<file path="config.mk">
export PLATFORM = sky130hd
export DESIGN_NAME = sar_adc_mux_control
export DESIGN_NICKNAME = d
export VERILOG_FILES = /design/src/inc/sar_adc_pkg.sv /design/src/hw/sync2.sv /design/src/hw/sar_engine.sv /design/src/hw/sar_adc_mux_control.sv
export VERILOG_INCLUDE_DIRS = /design/src /design/src/inc
export SDC_FILE = /design/constraint.sdc
export NUM_CORES = 1
export LEC_CHECK = 0
export BUFFER_PORTS_ARGS = -buffer_cell sky130_fd_sc_hd__buf_2
export CAP_MARGIN = 20
export CORE_ASPECT_RATIO = 0.9
export CORE_MARGIN = 3
export CORE_UTILIZATION = 50
export DETAILED_ROUTE_END_ITERATION = 16
export HOLD_SLACK_MARGIN = 0.15
export PLACE_DENSITY = 0.75
export SYNTH_ARGS = -nofsm -noshare
export SYNTH_HDL_FRONTEND = slang
export SYNTH_HIERARCHICAL = 1
export SYNTH_SLANG_ARGS = --single-unit
</file>
<file path="constraint.sdc">
create_clock -name core_clk -period 7.22 [get_ports core_clk]
set_input_delay 0.361 -clock core_clk [delete_from_list [all_inputs] [get_ports core_clk]]
set_output_delay 0.361 -clock core_clk [all_outputs]
set_load 0.02 [all_outputs]
</file>
<file path="src/inc/sar_adc_defines.svh">
`ifndef SAR_ADC_DEFINES_SVH
`define SAR_ADC_DEFINES_SVH

// ----------------------------------------------------------------------------
// register byte offsets
// ----------------------------------------------------------------------------
`define REG_CLKDIV      12'h000
`define REG_STATUS      12'h004
`define REG_RESULT      12'h008
`define REG_IRQ_STATUS  12'h00c
`define REG_IRQ_MASK    12'h010

// ----------------------------------------------------------------------------
// field positions
// ----------------------------------------------------------------------------
`define STAT_DONE_BIT   0
`define STAT_BUSY_BIT   1
`define STAT_EXP_BIT    2
`define STAT_CHAN_LSB   4
`define IRQ_DONE_BIT    0
`define IRQ_ABORT_BIT   1
`define IRQ_WIDTH       2

// ----------------------------------------------------------------------------
// reset values and timing
// ----------------------------------------------------------------------------
`define CORE_CLK_HZ     200000000
`define CONV_CLK_HZ     640000
`define CLKDIV_RESET    (`CORE_CLK_HZ / `CONV_CLK_HZ)
`define IRQ_MASK_RESET  2'h0
`define SAR_ITERATIONS  8
`define DONE_LOW_MAX_CONV_CLKS 8

// ----------------------------------------------------------------------------
// ahb-lite encodings
// ----------------------------------------------------------------------------
`define HTRANS_NONSEQ   2'h2
`define HTRANS_SEQ      2'h3
`define HSIZE_WORD      3'h2

`endif

</file>
<file path="src/inc/sar_adc_pkg.sv">
package sar_adc_pkg;

  // approximation sequencer states
  typedef enum logic [2:0] {
    ST_IDLE,
    ST_ARMED,
    ST_RUN,
    ST_LOAD,
    ST_FLAG
  } sar_state_type;

  typedef logic [7:0] code_type;

endpackage

</file>
<file path="src/hw/sync2.sv">
`timescale 1ns/1ps
`default_nettype none

// ----------------------------------------------------------------------------
// two-stage synchroniser for pin inputs
// ----------------------------------------------------------------------------
module sync2 #(
  parameter int WIDTH = 1
) (
  input  wire logic             core_clk,  // core clock
  input  wire logic             resetn,    // async reset, active low
  input  wire logic [WIDTH-1:0] async_in,  // pin level
  output logic      [WIDTH-1:0] sync_out   // synchronised level
);

  logic [WIDTH-1:0] meta_q;

  initial
  begin
    if (WIDTH < 1)
      $error("sync2: WIDTH must be at least 1");
  end

  // first stage feeds only the second stage
  always_ff @(posedge core_clk or negedge resetn)
  begin
    if (!resetn)
    begin
      meta_q   <= '0;
      sync_out <= '0;
    end
    else
    begin
      meta_q   <= async_in;
      sync_out <= meta_q;
    end
  end

endmodule

`default_nettype wire

</file>
<file path="src/hw/sar_engine.sv">
`timescale 1ns/1ps
`default_nettype none

// ----------------------------------------------------------------------------
// successive-approximation sequencer
// ----------------------------------------------------------------------------
module sar_engine
  import sar_adc_pkg::*;
(
  input  wire logic                  core_clk,    // core clock
  input  wire logic                  resetn,      // async reset, active low
  input  wire logic                  conv_tick,   // converter clock enable
  input  wire logic                  start_rise,  // start pulse rising edge
  input  wire logic                  start_fall,  // start pulse falling edge
  input  wire logic                  comp_above,  // input above trial level
  output sar_adc_pkg::code_type      trial_code,  // code driving the ladder
  output sar_adc_pkg::code_type      result,      // output data register
  output logic                       done,        // conversion done level
  output logic                       busy,        // sequence running
  output logic                       aborted      // run abandoned, pulse
);
  import sar_adc_pkg::*;

  sar_state_type state_q;
  logic [2:0]    bit_q;

  assign busy = (state_q == ST_RUN) || (state_q == ST_LOAD) || (state_q == ST_FLAG);

  // sequencer; a start edge takes priority over any tick in the same cycle
  always_ff @(posedge core_clk or negedge resetn)
  begin
    if (!resetn)
    begin
      state_q    <= ST_IDLE;
      bit_q      <= 3'h7;
      trial_code <= 8'h00;
      done       <= 1'b0;
      aborted    <= 1'b0;
    end
    else
    begin
      aborted <= 1'b0;
      if (start_rise)
      begin
        trial_code <= 8'h00;
        done       <= 1'b0;
        aborted    <= busy;
        state_q    <= ST_ARMED;
      end
      else if (start_fall && (state_q == ST_ARMED))
      begin
        bit_q      <= 3'h7;
        trial_code <= 8'h80;
        state_q    <= ST_RUN;
      end
      else if (conv_tick)
      begin
        case (state_q)
          ST_RUN:
          begin
            // keep the trial bit only if the input stays above the tap
            trial_code[bit_q] <= comp_above;
            if (bit_q == 3'h0)
              state_q <= ST_LOAD;
            else
            begin
              trial_code[bit_q - 3'h1] <= 1'b1;
              bit_q                    <= bit_q - 3'h1;
            end
          end
          ST_LOAD:
            state_q <= ST_FLAG;
          ST_FLAG:
          begin
            done    <= 1'b1;
            state_q <= ST_IDLE;
          end
          default:
            state_q <= state_q;
        endcase
      end
    end
  end

  // result register is loaded one converter clock before done rises
  always_ff @(posedge core_clk or negedge resetn)
  begin
    if (!resetn)
      result <= 8'h00;
    else if (conv_tick && !start_rise && (state_q == ST_LOAD))
      result <= trial_code;
  end

endmodule

`default_nettype wire

</file>
<file path="src/hw/sar_adc_mux_control.sv">
// Summary of operation
// - select one of sixteen inputs by code
// - latch channel code on strobe rising edge
// - expansion low turns every channel off
// - eight iterations, most significant bit first
// - start rising edge clears approximation register
// - start falling edge begins the approximation
// - new start abandons running conversion
// - done may loop back to start
// - done falls within eight clocks of start
// - result is straight binary, positive true
// - first step at half LSB, then per LSB
// - result loaded one clock before done
`include "sar_adc_defines.svh"
`timescale 1ns/1ps
`default_nettype none

module sar_adc_mux_control
  import sar_adc_pkg::*;
#(
  parameter int DIV_WIDTH = 16
) (
  input  wire logic        core_clk,            // 200 mhz core clock
  input  wire logic        resetn,              // async reset, active low
  // ahb-lite slave
  input  wire logic        hsel,                // slave select
  input  wire logic [11:0] haddr,               // byte address
  input  wire logic [1:0]  htrans,              // transfer type
  input  wire logic        hwrite,              // write not read
  input  wire logic [2:0]  hsize,               // transfer size
  input  wire logic [31:0] hwdata,              // write data
  input  wire logic        hready,              // bus ready
  output logic             hreadyout,           // slave ready
  output logic             hresp,               // always okay
  output logic [31:0]      hrdata,              // read data
  // converter pins
  input  wire logic [3:0]  channel_code,        // d..a channel code
  input  wire logic        addr_latch_strobe,   // channel latch strobe
  input  wire logic        expansion_enable,    // high enables multiplexer
  input  wire logic        conversion_start,    // start pulse
  input  wire logic        output_enable,       // data pin enable
  input  wire logic        comp_above,          // comparator decision
  output logic [15:0]      channel_select,      // one switch per input
  output sar_adc_pkg::code_type ladder_code,    // trial code to ladder
  output logic [7:0]       data_out,            // data pin drive value
  output logic [7:0]       data_oe,             // data pin enables
  output logic             conversion_done,     // end of conversion
  output logic             irq                  // interrupt, level
);
  import sar_adc_pkg::*;

  // --------------------------------------------------------------------------
  // elaboration checks
  // --------------------------------------------------------------------------
  localparam logic [DIV_WIDTH-1:0] CLKDIV_INIT = DIV_WIDTH'(`CLKDIV_RESET);

  initial
  begin
    if (DIV_WIDTH < 2 || DIV_WIDTH > 32)
      $error("sar_adc_mux_control: DIV_WIDTH out of range");
    if (`CLKDIV_RESET >= (64'h1 << DIV_WIDTH))
      $error("sar_adc_mux_control: divider reset value does not fit");
  end

  // --------------------------------------------------------------------------
  // pin synchronisers
  // --------------------------------------------------------------------------
  logic [3:0] code_s;
  logic       strobe_s;
  logic       exp_s;
  logic       start_s;
  logic       oe_s;
  logic       comp_s;

  sync2 #(
    .WIDTH (9)
  ) u_pin_sync (
    .core_clk (core_clk),
    .resetn   (resetn),
    .async_in ({channel_code, addr_latch_strobe, expansion_enable,
                conversion_start, output_enable, comp_above}),
    .sync_out ({code_s, strobe_s, exp_s, start_s, oe_s, comp_s})
  );

  // edge detection works on the synchronised copies only
  logic strobe_d1_q;
  logic start_d1_q;

  always_ff @(posedge core_clk or negedge resetn)
  begin
    if (!resetn)
    begin
      strobe_d1_q <= 1'b0;
      start_d1_q  <= 1'b0;
    end
    else
    begin
      strobe_d1_q <= strobe_s;
      start_d1_q  <= start_s;
    end
  end

  logic strobe_rise;
  logic start_rise;
  logic start_fall;

  assign strobe_rise = strobe_s & ~strobe_d1_q;
  assign start_rise  = start_s & ~start_d1_q;
  assign start_fall  = ~start_s & start_d1_q;

  // --------------------------------------------------------------------------
  // converter clock divider
  // --------------------------------------------------------------------------
  logic [DIV_WIDTH-1:0] clkdiv_q;
  logic [DIV_WIDTH-1:0] div_cnt_q;
  logic                 conv_tick;

  // a divisor of zero behaves like one; tick is a single-cycle enable
  assign conv_tick = (div_cnt_q == '0);

  // a start fall reloads the count so the first trial gets a whole period;
  // the comparator pin is synchronised, so divisors below 3 decide on stale levels
  always_ff @(posedge core_clk or negedge resetn)
  begin
    if (!resetn)
      div_cnt_q <= '0;
    else if (conv_tick || start_fall)
      div_cnt_q <= (clkdiv_q == '0) ? '0 : clkdiv_q - DIV_WIDTH'(1);
    else
      div_cnt_q <= div_cnt_q - DIV_WIDTH'(1);
  end

  // --------------------------------------------------------------------------
  // multiplexer address latch and decoder
  // --------------------------------------------------------------------------
  logic [3:0] chan_q;

  always_ff @(posedge core_clk or negedge resetn)
  begin
    if (!resetn)
      chan_q <= 4'h0;
    else if (strobe_rise)
      chan_q <= code_s;
  end

  // one registered switch control per analog input
  genvar ch;
  generate
    for (ch = 0; ch < 16; ch++)
    begin : g_chan
      always_ff @(posedge core_clk or negedge resetn)
      begin
        if (!resetn)
          channel_select[ch] <= 1'b0;
        else
          channel_select[ch] <= exp_s && (chan_q == 4'(ch));
      end
    end
  endgenerate

  // --------------------------------------------------------------------------
  // approximation sequencer
  // --------------------------------------------------------------------------
  code_type result;
  logic     done;
  logic     busy;
  logic     aborted;

  sar_engine u_engine (
    .core_clk   (core_clk),
    .resetn     (resetn),
    .conv_tick  (conv_tick),
    .start_rise (start_rise),
    .start_fall (start_fall),
    .comp_above (comp_s),
    .trial_code (ladder_code),
    .result     (result),
    .done       (done),
    .busy       (busy),
    .aborted    (aborted)
  );

  assign conversion_done = done;

  // detect the done rising edge for the interrupt
  logic done_d1_q;

  always_ff @(posedge core_clk or negedge resetn)
  begin
    if (!resetn)
      done_d1_q <= 1'b0;
    else
      done_d1_q <= done;
  end

  // --------------------------------------------------------------------------
  // data pins
  // --------------------------------------------------------------------------
  // the result register keeps its value while the pins are released
  always_ff @(posedge core_clk or negedge resetn)
  begin
    if (!resetn)
    begin
      data_out <= 8'h00;
      data_oe  <= 8'h00;
    end
    else
    begin
      data_out <= result;
      data_oe  <= {8{oe_s}};
    end
  end

  // --------------------------------------------------------------------------
  // ahb-lite address phase capture
  // --------------------------------------------------------------------------
  logic        wr_pend_q;
  logic [11:0] wr_addr_q;
  logic        accept;
  logic [31:0] rd_val;

  // zero wait states: every transfer completes in its first data cycle
  assign hreadyout = 1'b1;
  assign hresp     = 1'b0;
  assign accept    = hsel && hready && htrans[1];

  always_ff @(posedge core_clk or negedge resetn)
  begin
    if (!resetn)
    begin
      wr_pend_q <= 1'b0;
      wr_addr_q <= 12'h000;
    end
    else
    begin
      wr_pend_q <= accept && hwrite;
      wr_addr_q <= haddr;
    end
  end

  // --------------------------------------------------------------------------
  // registers
  // --------------------------------------------------------------------------
  logic [`IRQ_WIDTH-1:0] irq_stat_q;
  logic [`IRQ_WIDTH-1:0] irq_mask_q;
  logic [`IRQ_WIDTH-1:0] irq_event;
  logic [`IRQ_WIDTH-1:0] irq_clear;

  assign irq_event = {aborted, done & ~done_d1_q};
  assign irq_clear = (wr_pend_q && wr_addr_q == `REG_IRQ_STATUS) ?
                     hwdata[`IRQ_WIDTH-1:0] : '0;

  // divisor steers the converter clock rate
  always_ff @(posedge core_clk or negedge resetn)
  begin
    if (!resetn)
      clkdiv_q <= CLKDIV_INIT;
    else if (wr_pend_q && wr_addr_q == `REG_CLKDIV)
      clkdiv_q <= hwdata[DIV_WIDTH-1:0];
  end

  always_ff @(posedge core_clk or negedge resetn)
  begin
    if (!resetn)
      irq_mask_q <= `IRQ_MASK_RESET;
    else if (wr_pend_q && wr_addr_q == `REG_IRQ_MASK)
      irq_mask_q <= hwdata[`IRQ_WIDTH-1:0];
  end

  // write-one-to-clear; a new event in the clearing cycle survives
  always_ff @(posedge core_clk or negedge resetn)
  begin
    if (!resetn)
      irq_stat_q <= '0;
    else
      irq_stat_q <= (irq_stat_q & ~irq_clear) | irq_event;
  end

  assign irq = |(irq_stat_q & irq_mask_q);

  // read mux, unmapped offsets read as zero
  always_comb
  begin
    rd_val = 32'h0000_0000;
    if (haddr == `REG_CLKDIV)
      rd_val[DIV_WIDTH-1:0] = clkdiv_q;
    else if (haddr == `REG_STATUS)
    begin
      rd_val[`STAT_DONE_BIT]              = done;
      rd_val[`STAT_BUSY_BIT]              = busy;
      rd_val[`STAT_EXP_BIT]               = exp_s;
      rd_val[`STAT_CHAN_LSB +: 4]         = chan_q;
    end
    else if (haddr == `REG_RESULT)
      rd_val[7:0] = result;
    else if (haddr == `REG_IRQ_STATUS)
      rd_val[`IRQ_WIDTH-1:0] = irq_stat_q;
    else if (haddr == `REG_IRQ_MASK)
      rd_val[`IRQ_WIDTH-1:0] = irq_mask_q;
  end

  // read data is registered at the address phase, valid in the data phase
  always_ff @(posedge core_clk or negedge resetn)
  begin
    if (!resetn)
      hrdata <= 32'h0000_0000;
    else if (accept && !hwrite)
      hrdata <= rd_val;
  end

endmodule

`default_nettype wire

</file>
==> results of run 1 <==
[layout by cell type, fill, tap and decap left out, types with 6 or more instances in the layout]
| cell | synthesis | final |
|---|---|---|
| dfrtp_1 | 132 | 132 |
| buf_2 | 8 | 99 |
| nor2_1 | 43 | 43 |
| mux2_2 | 28 | 28 |
| nand2_1 | 23 | 23 |
| o21ai_0 | 23 | 23 |
| dlygate4sd3_1 | 0 | 20 |
| conb_1 | 2 | 18 |
| nor3_1 | 17 | 17 |
| clkbuf_16 | 0 | 17 |
| xnor2_1 | 16 | 16 |
| nand3_1 | 15 | 15 |
| a21oi_1 | 15 | 15 |
| inv_1 | 12 | 12 |
| nor2b_1 | 9 | 9 |
| a22o_1 | 9 | 9 |
| nand2b_1 | 9 | 9 |
| mux2i_1 | 7 | 7 |
| or3_1 | 7 | 7 |
| dfstp_2 | 7 | 7 |
| nand3b_1 | 6 | 6 |
[kinds of logic (layout without fill, tap and decap cells)]
kind of cell	Yosys count	in the layout	synth area share [%]
other	2	18	0.120
xor gates and xnor gates	21	21	2.94
and+or+nand+nor	174	174	16.8
muxes	35	35	6.17
adders and majority gates	5	5	1.00
AOI/OAI and AO/OA	101	101	11.6
DFF	139	139	55.8
buffers and inverters	59	170	5.57
[critical path, stage by stage, from the launching register on]
cell and delay [ns]:
dfrtp_1 0.43, nor4_1 0.46, nand2_1 0.22, nor3_1 0.81, nand3b_4 0.15, nor3b_4 0.50, mux2_2 0.39
[worst max path at each step]
| stage | start | to | slack [ns] | cells past startpoint |
|---|---|---|---|---|
| after floorplan | div_cnt_q[6]$_DFF_PN0_ | u_engine/result[0]$_DFFE_PN0P_ | 4.81 | 6 |
| after global placement | div_cnt_q[12]$_DFF_PN0_ | u_engine/result[7]$_DFFE_PN0P_ | 4.30 | 6 |
| after detailed placement | div_cnt_q[12]$_DFF_PN0_ | u_engine/result[5]$_DFFE_PN0P_ | 4.18 | 6 |
| after CTS | div_cnt_q[12]$_DFF_PN0_ | u_engine/result[1]$_DFFE_PN0P_ | 4.14 | 6 |
| after global routing | div_cnt_q[12]$_DFF_PN0_ | u_engine/trial_code[5]$_DFFE_PN0P_ | 3.90 | 6 |
| final | div_cnt_q[12]$_DFF_PN0_ | u_engine/result[1]$_DFFE_PN0P_ | 4.14 | 6 |
[sequential cells by signal, summed over array words and instances, names as in the netlist, 2 cells and up]
name                 cells
channel_select          16
clkdiv_q                16
div_cnt_q               16
hrdata                  16
wr_addr_q               12
u_pin_sync/meta_q        9
u_pin_sync/sync_out      9
data_out                 8
u_engine/result          8
u_engine/trial_code      8
chan_q                   4
u_engine/bit_q           3
u_engine/state_q         3
irq_mask_q               2
irq_stat_q               2
[power breakdown]
part / leakage [nW] / switching (mW) / internal, mW
Sequential: 1.79 / 0.103 / 0.862
Clock: 0.292 / 0.316 / 0.558
Combinational: 1.51 / 0.236 / 0.184
Total: 3.59 / 0.656 / 1.60
[layout make-up]
| class | instances | area (um^2) |
|---|---|---|
| Clock buffer | 20 | 457 |
| Clock inverter | 12 | 146 |
| Fill cell | 945 | 4560 |
| Inverter | 14 | 52.6 |
| Multi-Input combinational cell | 354 | 2480 |
| Sequential cell | 139 | 3490 |
| Tap cell | 160 | 200 |
| Timing Repair Buffer | 124 | 741 |
[metal layers]
| layer | global-route usage, % | vias to the layer above | routed length (um) |
|---|---|---|---|
| li1 | - | 2116 | - |
| met4 | 7.82 | 2 | 227 |
| met1 | 27.8 | 2244 | 6130 |
| met2 | 33.5 | 145 | 6940 |
| met3 | 6.30 | 19 | 916 |
| met5 | 0 | - | 13 |
[per-stage QoR]
stage / power [mW] / setup WS [ns] / instances / utilization (%) / instance area, um^2
floorplan: 1.27 / 4.81 / 552 / - / 6310
global placement: 1.36 / 4.30 / 770 / 55.7 / 6750
detailed placement: 1.38 / 4.18 / 770 / 55.7 / 6750
CTS: 2.27 / 4.14 / 822 / 62.3 / 7550
global route: 2.37 / 3.90 / 823 / 62.4 / 7560
finish: 2.26 / 4.14 / 823 / 62.4 / 7560
[cell usage after synthesis (all sizes together) (9+ instances only)]
cell	n
buf	37
dfrtp	132
nand2	23
mux2	28
nand3	15
nor4	9
a22o	10
nand2b	10
nor2b	9
inv	12
o21ai	24
a21oi	16
nor2	43
nor3	19
xnor2	16
==> results.sh, run 1 <==
export IMPL_path_clk_slew_ns=0.06
export IMPL_dpl_hpwl_mm=9.79
export IMPL_holdBufCountCts=20
export IMPL_cts_root_buffer="clkbuf_16"
export IMPL_setup_violations=0
export IMPL_period_share_pct=42.7
export IMPL_finalSetupTns_ns=0
export IMPL_hp_class="in -> reg"
export IMPL_synth_cell_types=76
export IMPL_ys_seq_area_share_pct=55.8
export IMPL_ys_warn_count=6
export IMPL_antenna_found_initial=1
export IMPL_core_um2=12100
export IMPL_ant_nets=0
export IMPL_num_rows=38
export IMPL_fmax_mhz=324
export IMPL_hold_path_end="clkdiv_q[9]$_DFFE_PN0P_"
export IMPL_synth_enable_flop_cells=0
export IMPL_vdd_drop_max_uv=172
export IMPL_worstHoldStart="hwdata[9]"
export IMPL_crit_path_end_kind="flop"
export IMPL_vias_per_cell=5.50
export IMPL_holdPathStages=2
export IMPL_rsz0062_at_grt="false"
export IMPL_globalplace_congestion=0.856
export IMPL_dieArea_um2=13900
export IMPL_worstMarginPinSlew_ns=1.01
export IMPL_power_per_cell_area_nw_per_um2=299
export IMPL_syn_to_final_growth_pct=21.1
export IMPL_clock_latency_ns=0.42
export IMPL_htreeDepth=4
export IMPL_synthesis_area_um2=6250
export IMPL_slew_headroom_pct=32.5
export IMPL_yosysTopAreaCell="dfrtp_1"
export IMPL_synth_seq_cells=139
export IMPL_hold_viol_final=0
export IMPL_grt_start_max_net_pins=82
export IMPL_postCtsResizedCells=0
export IMPL_io_buffers=100
export IMPL_critPathLaunchType="flop"
export IMPL_cap_violations=0
export IMPL_rr_startpoint="div_cnt_q[12]$_DFF_PN0_"
export IMPL_cts_sinks=139
export IMPL_cts_inserted_buffers=17
export IMPL_cts_tree="done"
export IMPL_start_util_pct=51.5
export IMPL_timing_hold_ws_ns=0.185
export IMPL_drc=0
export IMPL_slew_viol_final=0
export IMPL_grt_ovfl_total=0
export IMPL_synthTopCellsByArea="dfrtp_1 53%, mux2_2 5.0%, buf_4 3.2%"
export IMPL_path_class="reg -> reg"
export IMPL_wire_per_inst_um=17.3
export IMPL_cp_arrival_ns=3.38
export IMPL_r2r_end="u_engine/result[1]$_DFFE_PN0P_"
export IMPL_yosysTopAreaCellShare_pct=52.9
export IMPL_clk_path_buf_depth=2
export IMPL_cp_required_ns=7.52
export IMPL_syn_avg_cell_area_um2=11.7
export IMPL_die_h_um=112
export IMPL_nNetsFinal=718
export IMPL_drt_pass1_iter_count=5
export IMPL_status="finished, final reports clean"
export IMPL_num_vias=4526
export IMPL_netlist_instances=536
export IMPL_skew_ns=0.00774
export IMPL_grt_pass1_wl_mm=22.6
export IMPL_die_w_um=124
export IMPL_routed_wl_mm=14.2
export IMPL_drt_iter0_drc=282
export IMPL_io_pin_count=139
export IMPL_track_usage_pct=21.2
export IMPL_cts_setup_buffers=0
export IMPL_power_leakage_nw=3.59
export IMPL_reg2regPathDepth=6
export IMPL_async_reset_ff_share_pct=100
export IMPL_layout_drive_gt1_share_pct=30.0
export IMPL_critPathMaxFanout=8
export IMPL_n_antenna_cell=0
export IMPL_grt_pass1_vias=4430
export IMPL_finalCriticalPeriod_ns=3.08
export IMPL_synthFlopType="dfrtp_1"
export IMPL_ff2ff_setup_slack_ns=4.14
(Power assumes the default switching activity.)
==> run 2: changes to the inputs <==
- ABC_AREA: default -> 1
- CORE_UTILIZATION: 50 -> 49
- PLACE_DENSITY: 0.75 -> 0.76
- clock period: 7.22 -> 2.8 ns (I/O delays scaled with it)
==> run 2 against run 1 <==
Combinational power up 140%; register-to-register slack got worse by 3.3 ns; wire length grew 8.1%; largest power group unchanged; global-route usage is 0.78 points higher; via count rose by 19%; largest cell class unchanged; synthesized area is 4.3% higher; highest routed layer is now met4; synthesized cell count grew 39%.
==> results.sh, run 2 <==
export IMPL_track_usage_pct=22.0
export IMPL_netlist_instances=747
export IMPL_power_total_mw=5.50
export IMPL_vias_per_cell=5.07
export IMPL_netSwitchingPower_mw=1.80
export IMPL_dpl_hpwl_mm=10.3
export IMPL_cap_violations=0
export IMPL_path_cells="inv_1 > ha_1 > nand2_1 > nor2_1 > nand4_1 > nor3_1 > buf_4 > nand4_1 > nor2_2 > nand2_1 > nand2_1"
export IMPL_num_rows=39
export IMPL_layoutNonFillerInstCount=1067
export IMPL_dieArea_um2=14700
export IMPL_die_h_um=115
export IMPL_yosysMostFrequentCell="nand2_1"
export IMPL_htreeDepth=4
export IMPL_syn_to_final_growth_pct=23.3
export IMPL_die_w_um=128
export IMPL_power_leakage_nw=4.19
export IMPL_nNetsFinal=958
export IMPL_grt_pass1_wl_mm=25.5
export IMPL_yosysTopAreaCell="dfrtp_1"
export IMPL_num_vias=5405
export IMPL_design_area_um2=8040
export IMPL_critPathBufInv=2
export IMPL_synthesis_area_um2=6520
export IMPL_io_buffers=100
export IMPL_placedCellCount=993
export IMPL_vdd_drop_max_uv=436
export IMPL_path_clk_slew_ns=0.06
export IMPL_cp_required_ns=3.17
export IMPL_post_route_util_pct=62.6
export IMPL_clock_latency_ns=0.43
export IMPL_critPathMaxFanout=7
export IMPL_fmax_mhz=500
export IMPL_syn_avg_cell_area_um2=8.73
export IMPL_crit_top_cell="nand2_1"
export IMPL_grt_pass1_vias=5305
export IMPL_synthTopCellsByCount="185 x nand2_1, 132 x dfrtp_1, 92 x nor2_1"
export IMPL_final_common_cell="nand2_1"
export IMPL_async_reset_ff_share_pct=100
export IMPL_sw_frac_of_total_pct=32.6
export IMPL_ys_seq_area_share_pct=53.5
export IMPL_drc=0
export IMPL_layout_drive_gt1_share_pct=22.4
export IMPL_n_antenna_cell=0
export IMPL_drt_pass1_iter_count=5
export IMPL_power_internal_mw=3.71
export IMPL_yosysTopAreaCellShare_pct=50.7
export IMPL_hold_viol_final=0
export IMPL_ys_warn_count=6
export IMPL_synthTopCellsByArea="dfrtp_1 51%, nand2_1 11%, nor2_1 5.3%"
export IMPL_crit_path_end_kind="flop"
export IMPL_synthFlopType="dfrtp_1"
export IMPL_synth_cell_types=40
export IMPL_grt_start_max_net_pins=71
export IMPL_drt_iter0_drc=479
export IMPL_path_class="reg -> reg"
export IMPL_critPathLaunchType="flop"
export IMPL_slew_viol_final=0
export IMPL_cp_top_family="simple AND/OR/NAND/NOR gates"
export IMPL_status="finished, final reports clean"
export IMPL_period_share_pct=71.4
export IMPL_cp_slowest_cell="dfrtp_1"
export IMPL_finalCriticalPeriod_ns=2.00
export IMPL_layout_setup_ws_ns=0.800
export IMPL_hp_class="in -> async"
export IMPL_postCtsResizedCells=0
export IMPL_routed_wl_mm=15.4
export IMPL_start_util_pct=50.8
export IMPL_cts_root_buffer="clkbuf_16"
export IMPL_pre_cts_slack_ns=0.850
export IMPL_rsz0062_at_grt="false"
export IMPL_ant_nets=0
export IMPL_antenna_found_initial=0
export IMPL_power_per_cell_area_nw_per_um2=684
export IMPL_io_pin_count=139
export IMPL_skew_ns=0.0111
export IMPL_setup_violations=0
export IMPL_slew_headroom_pct=59.0
export IMPL_grt_ovfl_total=0
export IMPL_synth_seq_cells=139
export IMPL_power_frac_comb_pct=18.1
export IMPL_final_cell_mix="185 x nand2_1, 132 x dfrtp_1, 99 x buf_2, 92 x nor2_1, 69 x inv_1"
export IMPL_wire_per_inst_um=14.4
export IMPL_cts_sinks=139
export IMPL_pwr_share_clk_pct=39.4
export IMPL_cp_arrival_ns=2.37
export IMPL_synth_enable_flop_cells=0
export IMPL_globalplace_congestion=0.939
export IMPL_pwr_share_seq_pct=42.5
export IMPL_slowest_delay_ns=0.36
export IMPL_finalSetupTns_ns=0
export IMPL_worstMarginPinSlew_ns=0.615
export IMPL_clk_path_buf_depth=2
export IMPL_dpl_cell_area_um2=7050
export IMPL_cts_tree="done"
export IMPL_cts_inserted_buffers=17
export IMPL_core_um2=12800
export IMPL_timing_hold_ws_ns=0.275
run 2: cell types whose count changed in the layout (fill, tap and decap cells not counted), moves of 9 or more:
cell           before  now
dlygate4sd3_1      20   42
inv_1              12   69
inv_2               0    9
mux2_2             28    1
nand2_1            23  185
nand2b_1            9    0
nand3_1            15   56
nand4_1             3   16
nor2_1             43   92
nor2_2              0   14
nor2b_1             9    0
nor3_1             17    4
o21ai_2             0   18
xnor2_1            16    6
run 2: layout make-up:
type,instances,area (um^2)
Clock inverter,15,144
Sequential cell,139,3490
Timing Repair Buffer,147,977
Multi-Input combinational cell,507,2510
Inverter,78,293
Tap cell,164,205
Fill cell,1055,4790
Clock buffer,17,425
run 2: timing repair:
item                                    CTS  global route
endpoints found under the setup margin    0             0
hold buffers                             42             0
setup buffers                             0             0
endpoints found under the hold margin   115             0
run 2: cells by family after synthesis:
kind of cell               share of synthesized area, %
buffers and inverters                              8.96
DFF                                                53.5
xor gates and xnor gates                           2.55
muxes                                             0.173
other                                             0.115
AOI/OAI and AO/OA                                  7.52
adders and majority gates                         0.960
and+or+nand+nor                                    26.2
run 2: worst paths after layout:
| check | startpoint | to | slack [ns] | cells past startpoint |
|---|---|---|---|---|
| max | div_cnt_q[0]$_DFF_PN0_ | u_engine/trial_code[0]$_DFFE_PN0P_ | 0.80 | 11 |
| min | resetn | data_oe[0]$_DFF_PN0_ | 0.27 | 2 |
| max reg2reg | div_cnt_q[0]$_DFF_PN0_ | u_engine/trial_code[0]$_DFFE_PN0P_ | 0.80 | 11 |
| min reg2reg | u_pin_sync/sync_out[1]$_DFF_PN0_ | data_oe[0]$_DFF_PN0_ | 0.35 | 0 |
| max in group asynchronous | resetn | div_cnt_q[11]$_DFF_PN0_ | 1.77 | 3 |
| min in group core_clk | addr_latch_strobe | u_pin_sync/meta_q[4]$_DFF_PN0_ | 0.34 | 2 |
run 2: per-layer routing:
| layer | GRT usage [%] | part of all wire, % |
|---|---|---|
| met1 | 29.6 | 43 |
| met2 | 36.5 | 49 |
| met3 | 4.01 | 5.8 |
| met4 | 7.57 | 1.6 |
| met5 | 0 | 0 |
run 2: power groups by stage:
stage / combinational, mW / sequential [mW] / clock, mW
3_3_place_gp: 0.920 / 2.37 / 0
3_5_place_dp: 0.931 / 2.37 / 0
5_1_grt: 1.15 / 2.36 / 2.29
4_1_cts: 0.989 / 2.33 / 2.20
2_1_floorplan: 0.768 / 2.32 / 0
6_report: 0.996 / 2.34 / 2.17
